## src/hw/sdf_pkg.sv

```systemverilog
// Purpose: Shared constants for the four-channel sinc decimation filter host
// Assumes: Modulator clock and bitstreams arrive asynchronously on pins
// Notes:   Counts of reference-clock cycles are derived from printed times
`default_nettype none

package sdf_pkg;
  localparam int unsigned NUM_CH        = 4;
  localparam int unsigned OSR_MIN       = 16;
  localparam int unsigned OSR_MAX       = 256;
  localparam int unsigned OSR_W         = 9;
  localparam int unsigned ACC_W         = 25;   // 3*log2(256)+1
  localparam int unsigned WORD_W        = 16;
  localparam int unsigned REF_CLK_HZ    = 40000000;
  localparam int unsigned POR_WAIT_US   = 600;
  localparam int unsigned POR_WAIT_CYC  = POR_WAIT_US * (REF_CLK_HZ / 1000000);
  localparam int unsigned SETTLE3_WORDS = 3;
  localparam int unsigned SETTLE2_WORDS = 2;
  localparam logic [8:0]  OSR_RESET     = 9'h100;

  typedef enum logic [1:0] {
    SDF_ST_POR    = 2'b00,
    SDF_ST_SETTLE = 2'b01,
    SDF_ST_RUN    = 2'b10
  } sdf_state_t;
endpackage : sdf_pkg

`default_nettype wire

```

## src/hw/sdf_sync.sv

```systemverilog
// Purpose: Two-flop synchroniser plus rising-edge detect of the second stage against a third
// Assumes: Input is asynchronous to ref_clk_i
// Notes:   First flop feeds only the second flop
`default_nettype none

module sdf_sync #(
  parameter int unsigned W = 1
) (
  input  wire logic         ref_clk_i,
  input  wire logic         nrst_i,
  input  wire logic [W-1:0] async_i,
  output logic      [W-1:0] sync_o,
  output logic      [W-1:0] rise_o
);
  logic [W-1:0] meta_q, meta_d;
  logic [W-1:0] stab_q, stab_d;
  logic [W-1:0] prev_q, prev_d;

  // Next-value logic
  always_comb begin
    meta_d = async_i;
    stab_d = meta_q;
    prev_d = stab_q;
  end

  // Registers
  always_ff @(posedge ref_clk_i or negedge nrst_i) begin
    if (!nrst_i) begin
      meta_q <= '0;
      stab_q <= '0;
      prev_q <= '0;
    end else begin
      meta_q <= meta_d;
      stab_q <= stab_d;
      prev_q <= prev_d;
    end
  end

  assign sync_o = stab_q;
  assign rise_o = stab_q & ~prev_q;
endmodule : sdf_sync

`default_nettype wire

```

## src/hw/sdf_chan.sv

```systemverilog
// Purpose: One channel of sinc3 and fast-settling sinc2 decimation
// Assumes: bit_en_i pulses once per modulator clock with the sampled bit
// Notes:   Combs run once per output word on the decimated integrator value
`default_nettype none

module sdf_chan
  import sdf_pkg::*;
#(
  parameter int unsigned AW = ACC_W
) (
  input  wire logic          ref_clk_i,
  input  wire logic          nrst_i,
  input  wire logic          bit_en_i,
  input  wire logic          bit_i,
  input  wire logic          dec_i,
  output logic      [AW-1:0] sinc3_o,
  output logic      [AW-1:0] sinc2_o,
  output logic      [AW-1:0] fast_o
);
  logic [AW-1:0] i1_q, i2_q, i3_q, i1_d, i2_d, i3_d;
  logic [AW-1:0] c3a_q, c3b_q, c3c_q, c3a_d, c3b_d, c3c_d;
  logic [AW-1:0] c2a_q, c2b_q, c2a_d, c2b_d;
  logic [AW-1:0] s2h1_q, s2h2_q, s2h1_d, s2h2_d;
  logic [AW-1:0] o3_q, o2_q, of_q, o3_d, o2_d, of_d;
  logic [AW-1:0] t1, t2, t3, u1, u2;

  // Integrators wrap freely; combs undo the overflow
  always_comb begin
    i1_d = i1_q;
    i2_d = i2_q;
    i3_d = i3_q;
    if (bit_en_i) begin
      i1_d = i1_q + {{(AW-1){1'b0}}, bit_i};
      i2_d = i2_q + i1_q;
      i3_d = i3_q + i2_q;
    end
  end

  // Combs, one step per data clock
  always_comb begin
    t1 = i3_q - c3a_q;
    t2 = t1 - c3b_q;
    t3 = t2 - c3c_q;
    u1 = i2_q - c2a_q;
    u2 = u1 - c2b_q;
    c3a_d = c3a_q; c3b_d = c3b_q; c3c_d = c3c_q;
    c2a_d = c2a_q; c2b_d = c2b_q;
    s2h1_d = s2h1_q; s2h2_d = s2h2_q;
    o3_d = o3_q; o2_d = o2_q; of_d = of_q;
    if (dec_i) begin
      c3a_d = i3_q; c3b_d = t1; c3c_d = t2;
      c2a_d = i2_q; c2b_d = u1;
      o3_d = t3;
      o2_d = u2;
      s2h1_d = u2;
      s2h2_d = s2h1_q;
      of_d = u2 + s2h2_q;
    end
  end

  // Registers
  always_ff @(posedge ref_clk_i or negedge nrst_i) begin
    if (!nrst_i) begin
      i1_q <= '0; i2_q <= '0; i3_q <= '0;
      c3a_q <= '0; c3b_q <= '0; c3c_q <= '0;
      c2a_q <= '0; c2b_q <= '0;
      s2h1_q <= '0; s2h2_q <= '0;
      o3_q <= '0; o2_q <= '0; of_q <= '0;
    end else begin
      i1_q <= i1_d; i2_q <= i2_d; i3_q <= i3_d;
      c3a_q <= c3a_d; c3b_q <= c3b_d; c3c_q <= c3c_d;
      c2a_q <= c2a_d; c2b_q <= c2b_d;
      s2h1_q <= s2h1_d; s2h2_q <= s2h2_d;
      o3_q <= o3_d; o2_q <= o2_d; of_q <= of_d;
    end
  end

  assign sinc3_o = o3_q;
  assign sinc2_o = o2_q;
  assign fast_o  = of_q;
endmodule : sdf_chan

`default_nettype wire

```

## src/hw/sdf_host.sv

```systemverilog
// Purpose: Host-side four-channel sinc decimation filter for a delta-sigma modulator
// Assumes: Modulator clock and bitstreams are pins, sampled by ref_clk_i at 40 MHz
// Notes:   Modulator clock must stay below ref_clk_i/4 for reliable edge detection
`default_nettype none

module sdf_host
  import sdf_pkg::*;
#(
  parameter int unsigned POR_CYC = POR_WAIT_CYC
) (
  input  wire logic                      ref_clk_i,
  input  wire logic                      nrst_i,
  input  wire logic                      modulator_clock_out_i,
  input  wire logic [NUM_CH-1:0]         bitstream_out_i,
  input  wire logic [OSR_W-1:0]          osr_i,
  input  wire logic                      use_internal_osc_i,
  output logic                           clock_source_select_o,
  output logic                           external_clock_in_o,
  output logic                           ready_o,
  output logic                           word_valid_o,
  output logic                           word_settled_o,
  output logic [NUM_CH*WORD_W-1:0]       sinc3_word_o,
  output logic [NUM_CH*WORD_W-1:0]       sinc2_word_o,
  output logic [NUM_CH*WORD_W-1:0]       fast_word_o
);
  ////////////////////////////////////////////////////////////////////////////
  // Pin synchronisation
  logic              mclk_sync;
  logic              mclk_rise;
  logic [NUM_CH-1:0] bits_sync;
  logic [NUM_CH-1:0] bits_unused;
  logic              dec_pulse;
  sdf_state_t        state_q, state_d;

  // Clock and data pass the same two-flop delay, so each bit stays aligned
  sdf_sync #(.W(NUM_CH + 1)) u_sync (
    .ref_clk_i (ref_clk_i),
    .nrst_i    (nrst_i),
    .async_i   ({modulator_clock_out_i, bitstream_out_i}),
    .sync_o    ({mclk_sync, bits_sync}),
    .rise_o    ({mclk_rise, bits_unused})
  );

  ////////////////////////////////////////////////////////////////////////////
  // Configuration capture

  logic [OSR_W-1:0] osr_q, osr_d;
  logic             sel_q, sel_d;

  // Ratio latched during the power-on wait and at word boundaries, so a change never splits a word
  always_comb begin
    osr_d = osr_q;
    sel_d = sel_q;
    if (dec_pulse || state_q == SDF_ST_POR) begin
      if (osr_i < OSR_W'(OSR_MIN))
        osr_d = OSR_W'(OSR_MIN);
      else if (osr_i > OSR_W'(OSR_MAX))
        osr_d = OSR_W'(OSR_MAX);
      else
        osr_d = osr_i;
    end
    if (state_q == SDF_ST_POR)
      sel_d = use_internal_osc_i;
  end

  ////////////////////////////////////////////////////////////////////////////
  // Data clock divider

  logic [OSR_W-1:0] div_q, div_d;

  // Counts modulator edges; strobe on the last of each OSR group
  always_comb begin
    div_d     = div_q;
    dec_pulse = 1'b0;
    if (mclk_rise && state_q != SDF_ST_POR) begin
      if (div_q == osr_q - OSR_W'(1)) begin
        div_d     = '0;
        dec_pulse = 1'b1;
      end else begin
        div_d = div_q + OSR_W'(1);
      end
    end
  end

  ////////////////////////////////////////////////////////////////////////////
  // Power-on wait and settling

  logic [19:0] por_q, por_d;
  logic [1:0]  settle_q, settle_d;

  always_comb begin
    state_d  = state_q;
    por_d    = por_q;
    settle_d = settle_q;
    case (state_q)
      SDF_ST_POR: begin
        if (por_q >= 20'(POR_CYC - 1))
          state_d = SDF_ST_SETTLE;
        else
          por_d = por_q + 20'h00001;
      end
      SDF_ST_SETTLE: begin
        if (dec_pulse) begin
          if (settle_q == 2'(SETTLE3_WORDS - 1))
            state_d = SDF_ST_RUN;
          else
            settle_d = settle_q + 2'h1;
        end
      end
      SDF_ST_RUN: begin
        state_d = SDF_ST_RUN;
      end
      default: begin
        state_d = SDF_ST_POR;
      end
    endcase
  end

  always_ff @(posedge ref_clk_i or negedge nrst_i) begin
    if (!nrst_i) begin
      state_q  <= SDF_ST_POR;
      por_q    <= '0;
      settle_q <= '0;
      div_q    <= '0;
      osr_q    <= OSR_RESET;
      sel_q    <= 1'b1;
    end else begin
      state_q  <= state_d;
      por_q    <= por_d;
      settle_q <= settle_d;
      div_q    <= div_d;
      osr_q    <= osr_d;
      sel_q    <= sel_d;
    end
  end

  ////////////////////////////////////////////////////////////////////////////
  // Channels

  logic [NUM_CH*ACC_W-1:0] s3_raw, s2_raw, sf_raw;
  logic                    bit_en;

  assign bit_en = mclk_rise && state_q != SDF_ST_POR;

  genvar g;
  generate
    for (g = 0; g < NUM_CH; g++) begin : g_ch
      sdf_chan #(.AW(ACC_W)) u_chan (
        .ref_clk_i (ref_clk_i),
        .nrst_i    (nrst_i),
        .bit_en_i  (bit_en),
        .bit_i     (bits_sync[g]),
        .dec_i     (dec_pulse),
        .sinc3_o   (s3_raw[g*ACC_W +: ACC_W]),
        .sinc2_o   (s2_raw[g*ACC_W +: ACC_W]),
        .fast_o    (sf_raw[g*ACC_W +: ACC_W])
      );
    end
  endgenerate

  ////////////////////////////////////////////////////////////////////////////
  // Output word scaling

  logic [NUM_CH*WORD_W-1:0] w3_q, w2_q, wf_q, w3_d, w2_d, wf_d;
  logic                     vld_q, vld_d;
  logic                     pend_q, pend_d;
  logic [4:0]               sh3, sh2;
  logic [OSR_W-1:0]         osr_m1;

  // Shifts from ceil(log2(OSR)), so full scale never overflows a word
  always_comb begin
    osr_m1 = osr_q - OSR_W'(1);
    sh3    = 5'h03;
    sh2    = 5'h02;
    for (int k = 0; k < OSR_W; k++) begin
      if (osr_m1[k]) begin
        sh3 = 5'(3 * (k + 1));
        sh2 = 5'(2 * (k + 1));
      end
    end
  end

  // Channel outputs update the cycle after dec_pulse; capture then
  always_comb begin
    w3_d   = w3_q;
    w2_d   = w2_q;
    wf_d   = wf_q;
    vld_d  = 1'b0;
    pend_d = dec_pulse;
    if (pend_q) begin
      vld_d = 1'b1;
      for (int c = 0; c < NUM_CH; c++) begin
        w3_d[c*WORD_W +: WORD_W] = WORD_W'({s3_raw[c*ACC_W +: ACC_W], 16'h0000} >> (sh3 + 5'h1));
        w2_d[c*WORD_W +: WORD_W] = WORD_W'({s2_raw[c*ACC_W +: ACC_W], 16'h0000} >> (sh2 + 5'h1));
        wf_d[c*WORD_W +: WORD_W] = WORD_W'({sf_raw[c*ACC_W +: ACC_W], 16'h0000} >> (sh2 + 5'h2));
      end
    end
  end

  always_ff @(posedge ref_clk_i or negedge nrst_i) begin
    if (!nrst_i) begin
      w3_q   <= '0;
      w2_q   <= '0;
      wf_q   <= '0;
      vld_q  <= 1'b0;
      pend_q <= 1'b0;
    end else begin
      w3_q   <= w3_d;
      w2_q   <= w2_d;
      wf_q   <= wf_d;
      vld_q  <= vld_d;
      pend_q <= pend_d;
    end
  end

  assign sinc3_word_o          = w3_q;
  assign sinc2_word_o          = w2_q;
  assign fast_word_o           = wf_q;
  assign word_valid_o          = vld_q;
  assign word_settled_o        = state_q == SDF_ST_RUN;
  assign ready_o               = state_q != SDF_ST_POR;
  assign clock_source_select_o = sel_q;
  assign external_clock_in_o   = 1'b0;
endmodule : sdf_host

`default_nettype wire

```

## config.mk

```make
export PLATFORM = sky130hd
export DESIGN_NAME = sdf_host
export DESIGN_NICKNAME = d
export VERILOG_FILES = /design/src/hw/sdf_pkg.sv /design/src/hw/sdf_sync.sv /design/src/hw/sdf_chan.sv /design/src/hw/sdf_host.sv
export SDC_FILE = /design/constraint.sdc
export NUM_CORES = 2
export LEC_CHECK = 0
export CAP_MARGIN = 20
export CORE_UTILIZATION = 35
export CTS_CLUSTER_SIZE = 10
export DETAILED_ROUTE_END_ITERATION = 6
export DONT_BUFFER_PORTS = 1
export PLACE_DENSITY = 0.58
export SYNTH_ARGS = -nofsm -noshare
export SYNTH_HDL_FRONTEND = slang
export SYNTH_SLANG_ARGS = --single-unit
```

## constraint.sdc

```tcl
create_clock -name ref_clk_i -period 6.9 [get_ports ref_clk_i]
set_clock_uncertainty 0.1 [all_clocks]
set_input_delay 1.035 -clock ref_clk_i [delete_from_list [all_inputs] [get_ports ref_clk_i]]
set_output_delay 1.035 -clock ref_clk_i [all_outputs]
set_load 0.05 [all_outputs]
```

## After elaboration in Yosys (flattened, before gate mapping)

Index checks and enable logic that the tools add are counted.

| word-level totals | value |
|---|---|
| flip-flop bits (word level) | 1452 |
| logic and storage cells | 164 |

| cells by class | value |
|---|---|
| $add $sub $neg | 43 |
| magnitude comparators | 3 |
| equal/unequal tests | 7 |
| shift operators | 12 |
| muxes and demuxes | 26 |
| bitwise logic cells | 4 |
| reduce and logical (&&, ||, !) cells | 7 |

Operator list:

| kind | number |
|---|---|
| subtractor 25 bit | 20 |
| >> shifter 41 x 5 -> 16 bit | 12 |
| adder 25 bit | 12 |
| adder 25 x 1 -> 25 bit | 4 |
| 2-to-1 mux 5 bit | 14 |
| 2-to-1 mux 9 bit | 3 |
| adder 20 x 1 -> 20 bit (second input constant) | 1 |
| greater-or-equal comparator 20 x 15 -> 1 bit (second input constant) | 1 |
| adder 5 x 1 -> 5 bit (second input constant) | 2 |
| adder 9 x 1 -> 9 bit (second input constant) | 1 |
| == test 9 bit | 1 |
| > comparator 9 bit (second input constant) | 1 |
| < comparator 9 x 5 -> 1 bit (second input constant) | 1 |
| subtractor 9 x 1 -> 9 bit (second input constant) | 1 |
| 2-to-1 mux 2 bit | 3 |
| 2-to-1 mux 3 bit | 2 |
| one-hot mux 2 bit (3 select lines) | 1 |
| AND reduction 3 bit | 2 |
| adder 5 x 2 -> 5 bit (second input constant) | 1 |
| bitwise AND 5 bit | 1 |
| NOT 5 bit | 1 |
| == test 2 bit (second input constant) | 2 |
| inequality test 2 bit (second input constant) | 2 |
| 2-to-1 mux 1 bit | 3 |
| other kinds (9) | 10 |

## Depth between registers and ports, before layout

| depth | value |
|---|---|
| depth in word-level cells | 11 |
| depth in mapped cells | 32 |
| mapped depth without buffers | 32 |

## By module

A second synthesis with hierarchy kept.

| unflattened totals | value |
|---|---|
| cells, all modules | 10858 |
| area total of the unflattened synthesis | 101675.0 um^2 |

Modules (own cells, without submodules):

| module | times used | cells each | area each (um^2) | seq. area each (um^2) |
|---|---|---|---|---|
| sdf_chan at g_ch[2].u_chan | 1 | 2217 | 20686.1 | 7507.2 |
| sdf_chan at g_ch[1].u_chan | 1 | 2215 | 20520.9 | 7507.2 |
| sdf_chan at g_ch[3].u_chan | 1 | 2171 | 20387.1 | 7507.2 |
| sdf_chan at g_ch[0].u_chan | 1 | 2103 | 19982.9 | 7507.2 |
| sdf_host | 1 | 2132 | 19653.8 | 5933.2 |
| sdf_sync | 1 | 20 | 444.2 | 375.4 |

## Worst setup path before layout

No wires, ideal clock.

| timing path | value |
|---|---|
| path type | reg2reg |
| from | register g_ch[0].u_chan.i2_q[0] |
| to | register g_ch[0].u_chan.of_q[24] |
| data arrival time | 5.681 ns |
| required time | 6.667 ns |
| slack | 0.986 ns |
| cell stages (with the launch flop) | 32 |
| path buffers | 0 |
| period minus slack after synthesis | 5.914 ns |
| cells stage by stage | dfrtp_1 > inv_1 > ha_1 > inv_1 > fa_1 > a211oi_1 > o21ai_0 > a31o_2 > a21oi_1 > o21bai_1 > a21oi_1 > o21bai_1 > a21oi_1 > o21bai_1 > a21oi_1 > xnor2_1 > ha_1 > a21o_1 > a21o_1 > a221o_1 > a21oi_1 > o21ai_0 > xor2_1 > ha_1 > nor3_1 > o211ai_1 > a31oi_1 > nor2b_1 > o21a_1 > o41a_1 > xnor2_1 > o21ai_0 |

| on the way | value |
|---|---|
| word-level cells in the longest chain between the ends | 3 |

RTL lines:

| element | line | RTL |
|---|---|---|
| start, declared | sdf_chan.sv:20 | `logic [AW-1:0] i1_q, i2_q, i3_q, i1_d, i2_d, i3_d;` |
| start signal, assigned | sdf_chan.sv:70 | `i1_q <= i1_d; i2_q <= i2_d; i3_q <= i3_d;` |
| subtractor 25 bit | sdf_chan.sv:44 | `u1 = i2_q - c2a_q;` |
| net g_ch[0].u_chan.u1[14] | sdf_chan.sv:25 | `logic [AW-1:0] t1, t2, t3, u1, u2;` |
| subtractor 25 bit | sdf_chan.sv:45 | `u2 = u1 - c2b_q;` |
| net g_ch[0].u_chan.u2[18] | sdf_chan.sv:25 |  |
| adder 25 bit | sdf_chan.sv:57 | `of_d = u2 + s2h2_q;` |
| end signal, assigned | sdf_chan.sv:68 | `o3_q <= '0; o2_q <= '0; of_q <= '0;` |
| end signal, assigned | sdf_chan.sv:74 | `o3_q <= o3_d; o2_q <= o2_d; of_q <= of_d;` |
| end, declared | sdf_chan.sv:24 | `logic [AW-1:0] o3_q, o2_q, of_q, o3_d, o2_d, of_d;` |

The timed path passes the listed nets, and every way through them passes these cells.
A chain may end at the register's enable or synchronous reset.

## Final worst setup path

| timing path | value |
|---|---|
| from | register g_ch[3].u_chan.i2_q[0] |
| to | register g_ch[3].u_chan.of_q[24] |

| on the way | value |
|---|---|
| word-level cells in the longest chain between the ends | 3 |

RTL lines:

| element | line |
|---|---|
| start, declared | sdf_chan.sv:20 |
| start signal, assigned | sdf_chan.sv:70 |
| subtractor 25 bit | sdf_chan.sv:44 |
| net g_ch[3].u_chan.u1[10] | sdf_chan.sv:25 |
| subtractor 25 bit | sdf_chan.sv:45 |
| net g_ch[3].u_chan.u2[15] | sdf_chan.sv:25 |
| adder 25 bit | sdf_chan.sv:57 |
| end signal, assigned | sdf_chan.sv:68 |
| end signal, assigned | sdf_chan.sv:74 |
| end, declared | sdf_chan.sv:24 |

The timed path passes the listed nets, and every way through them passes these cells.

==> results.ini <==
[setup_path]
cp-end-kind = flip-flop
crit_required_ns = 7.50
cp.arrival_ns = 7.07
r2r_cells = 28
critPathLaunchType = flip-flop
reg2reg_setup_slack_ns = 0.43
critical_path_class = flip-flop to flip-flop
rr_startpoint = g_ch[3].u_chan.i2_q[0]
cpMaxStageDelayCell = a2111oi_1
r2r_end = g_ch[3].u_chan.fast_o[24]
crit_fanout = 5
cpPeakStageDelay_ns = 0.52

[sta]
fin_setup_tns_ns = 0
fmax_mhz = 154
setup_violations = 0
period_share = 0.938
layout_min_cycle_time_ns = 6.47
hold_viol = 0
worst_pin_slew_ns = 1.30
hold_ws_ns = 0.100
slew_headroom = 0.133
slew_violations = 0

[pwr]
ir_drop_uv = 174
cellPowerDensity_mw_per_mm2 = 178
leakagePower_uw = 0.0505

[global_routing]
grt_pass1_vias = 74600
grt_pass1_wl_um = 450000
overflow = 0
grt_max_degree = 255
grt_antenna_before_repair = 16
grt.total_usage = 0.200

[drt]
vias = 79500
wirelength_um = 288000
drt_first_pass_iters = 7
wl_met1_um = 137000
routed-wl-met3_um = 16900
detail-route-antenna-nets = 0
wl_per_cell_um = 19.1
drc = 76
viasPerCell = 5.28
top_layer = met5
wl_met2_um = 125000
drtIter0Drc = 6193

[clock_network]
clkTransAtPathRegs_ns = 0.06
postCtsSetupRepairBufs = 0
cts-buffers-inserted = 185
htreeDepth = 4
clock_sinks = 1448
max-clock-path-buffers = 4
clock_latency_ns = 0.88
cts_tree = built
ctsRootBufferMaster = clkbuf_16

[floorplanning]
die-area_mm2 = 0.283
die_h_um = 532
io_pins = 214
initial_core_util = 0.352
rows = 194
coreArea_mm2 = 0.280
die_w_um = 532

[min_path]
hp-class = primary input to flip-flop
hold_start = bitstream_out_i[2]
worst_hold_path.endpoint = u_sync.meta_q[2]
hold_depth = 0

[yosys]
synth_warnings = 0
ys_seq_area_frac = 0.368
synth_area_mm2 = 0.0984
ys_types = 101
synth_ff_type = dfrtp_1
synth_edf_count = 0
syn_nets = 12200
async_flop_share = 1.00
synth-seq-cells = 1448
syn_area_per_cell_um2 = 8.64
synthCells = 11400

[outcome]
status = finished, violations left
violations = design-rule violations

[placed_design]
gp_congestion = 0.903
port-buffer-count = 0
place_inst = 14800
dpl.hpwl_um = 214000

[layout]
ff_latch_area_mm2 = 0.0362
fill_cells = 28300
area_growth_pct = 9.81
final_cell_count_no_fill = 15100
drive_above_1_share = 0.0536
multi_input_area_mm2 = 0.0576
mostFrequentLayoutCell = nand2_1
final_cell_mix = nand2_1, dfrtp_1, o21ai_0
layout.nets = 12100

[job]
maxCapViolCount = 0

## kinds of logic after synthesis
logic type / after synthesis / synth area share
xor gates and xnor gates: 808 / 0.0727
DFF: 1448 / 0.368
and+or+nand+nor: 3492 / 0.153
adders and majority gates: 823 / 0.107
other: 1 / 0.0000381
muxes: 535 / 0.0601
buffers and inverters: 1187 / 0.0490
AOI/OAI and AO/OA: 3104 / 0.190
## how the worst max path moves through the flow
stage	from	endpoint	cells after the start
4_1_cts	g_ch[1].u_chan.i3_q[0]	g_ch[1].u_chan.sinc3_o[24]	28
5_1_grt	g_ch[0].u_chan.i2_q[0]	g_ch[0].u_chan.fast_o[24]	31
2_1_floorplan	g_ch[0].u_chan.i2_q[0]	g_ch[0].u_chan.fast_o[24]	31
6_report	g_ch[3].u_chan.i2_q[0]	g_ch[3].u_chan.fast_o[24]	28
3_3_place_gp	g_ch[3].u_chan.i2_q[0]	g_ch[3].u_chan.fast_o[24]	28
3_5_place_dp	g_ch[0].u_chan.i2_q[0]	g_ch[0].u_chan.fast_o[24]	31
## per-layer routing
metal	GRT usage	vias to the layer above
met2	0.308	1900
met4	0.0631	6
met5	0	-
li1	-	39300
met1	0.286	37800
met3	0.0292	392
## layout make-up
type	instances	area share
multi-input combinational	8763	0.533
sequential	1448	0.335
clock buffer	249	0.0481
timing repair buffer	123	0.0127
antenna	4	0.0000926
clock inverter	21	0.00256
tap	3724	0.0431
inverter	731	0.0255
## timing repair
action,4_1_cts,5_1_grt
hold endpoints to repair,2,0
resized for setup,0,29
endpoints found under the setup margin,0,14
hold buffers,1,0
## stage by stage
| step | cell area, µm² | total power [µW] | setup WS [ns] | utilization |
|---|---|---|---|---|
| after CTS | 108000 | 19500 | 0.279 | 0.386 |
| final | 108000 | 19300 | 0.426 | 0.387 |
| after global placement | 102000 | 10300 | 0.332 | 0.366 |
| after global routing | 108000 | 19900 | -0.0118 | 0.387 |
| after detailed placement | 102000 | 10300 | 0.305 | 0.366 |
| after floorplan | 98400 | 9680 | 0.986 | - |
## where the power goes
part           total (µW)  internal (µW)  switching [µW]
sequential           8520           8500            14.3
combinational        1610            470            1140
clock                9150           5340            3810
total               19300          14300            4960
## Yosys cell counts, types with 39 or more instances
master    count  share of area
o21a_1       85         0.0065
and3_1       96         0.0061
nand3_1     210          0.011
mux2i_1     397          0.040
o22ai_1      40         0.0025
dfrtp_1    1446           0.37
or3_1        44         0.0028
nor2b_1      83         0.0053
nand4_1      52         0.0033
clkbuf_1    299          0.011
a31oi_1     110         0.0070
o31ai_1      52         0.0040
a21o_1      279          0.021
nor3_1      106         0.0054
o211ai_1     59         0.0045
mux2_2      103          0.012
a221oi_1     39         0.0035
nand2b_1    100         0.0064
xor2_1      281          0.025
o21bai_1    105         0.0080
and2_1       44         0.0028
a211oi_1     63         0.0048
ha_1        791           0.10
o21ai_0    1153          0.059
a21oi_1     795          0.040
nor2_1      576          0.022
inv_1       728          0.028
xnor2_1     521          0.046
buf_2        79         0.0040
nand2_1    2062          0.079
## critical path, delay by kind of cell (launching register included)
kind	cells	cell delay [ns]
flip-flops	1	0.38
AO/OA/AOI/OAI	12	2.81
AND/OR/NAND/NOR	6	0.93
XOR/XNOR	4	0.73
adder cells (fa/ha/maj)	4	1.26
buffers and inverters	2	0.15
Note: power is estimated with default switching activity, not from simulation.
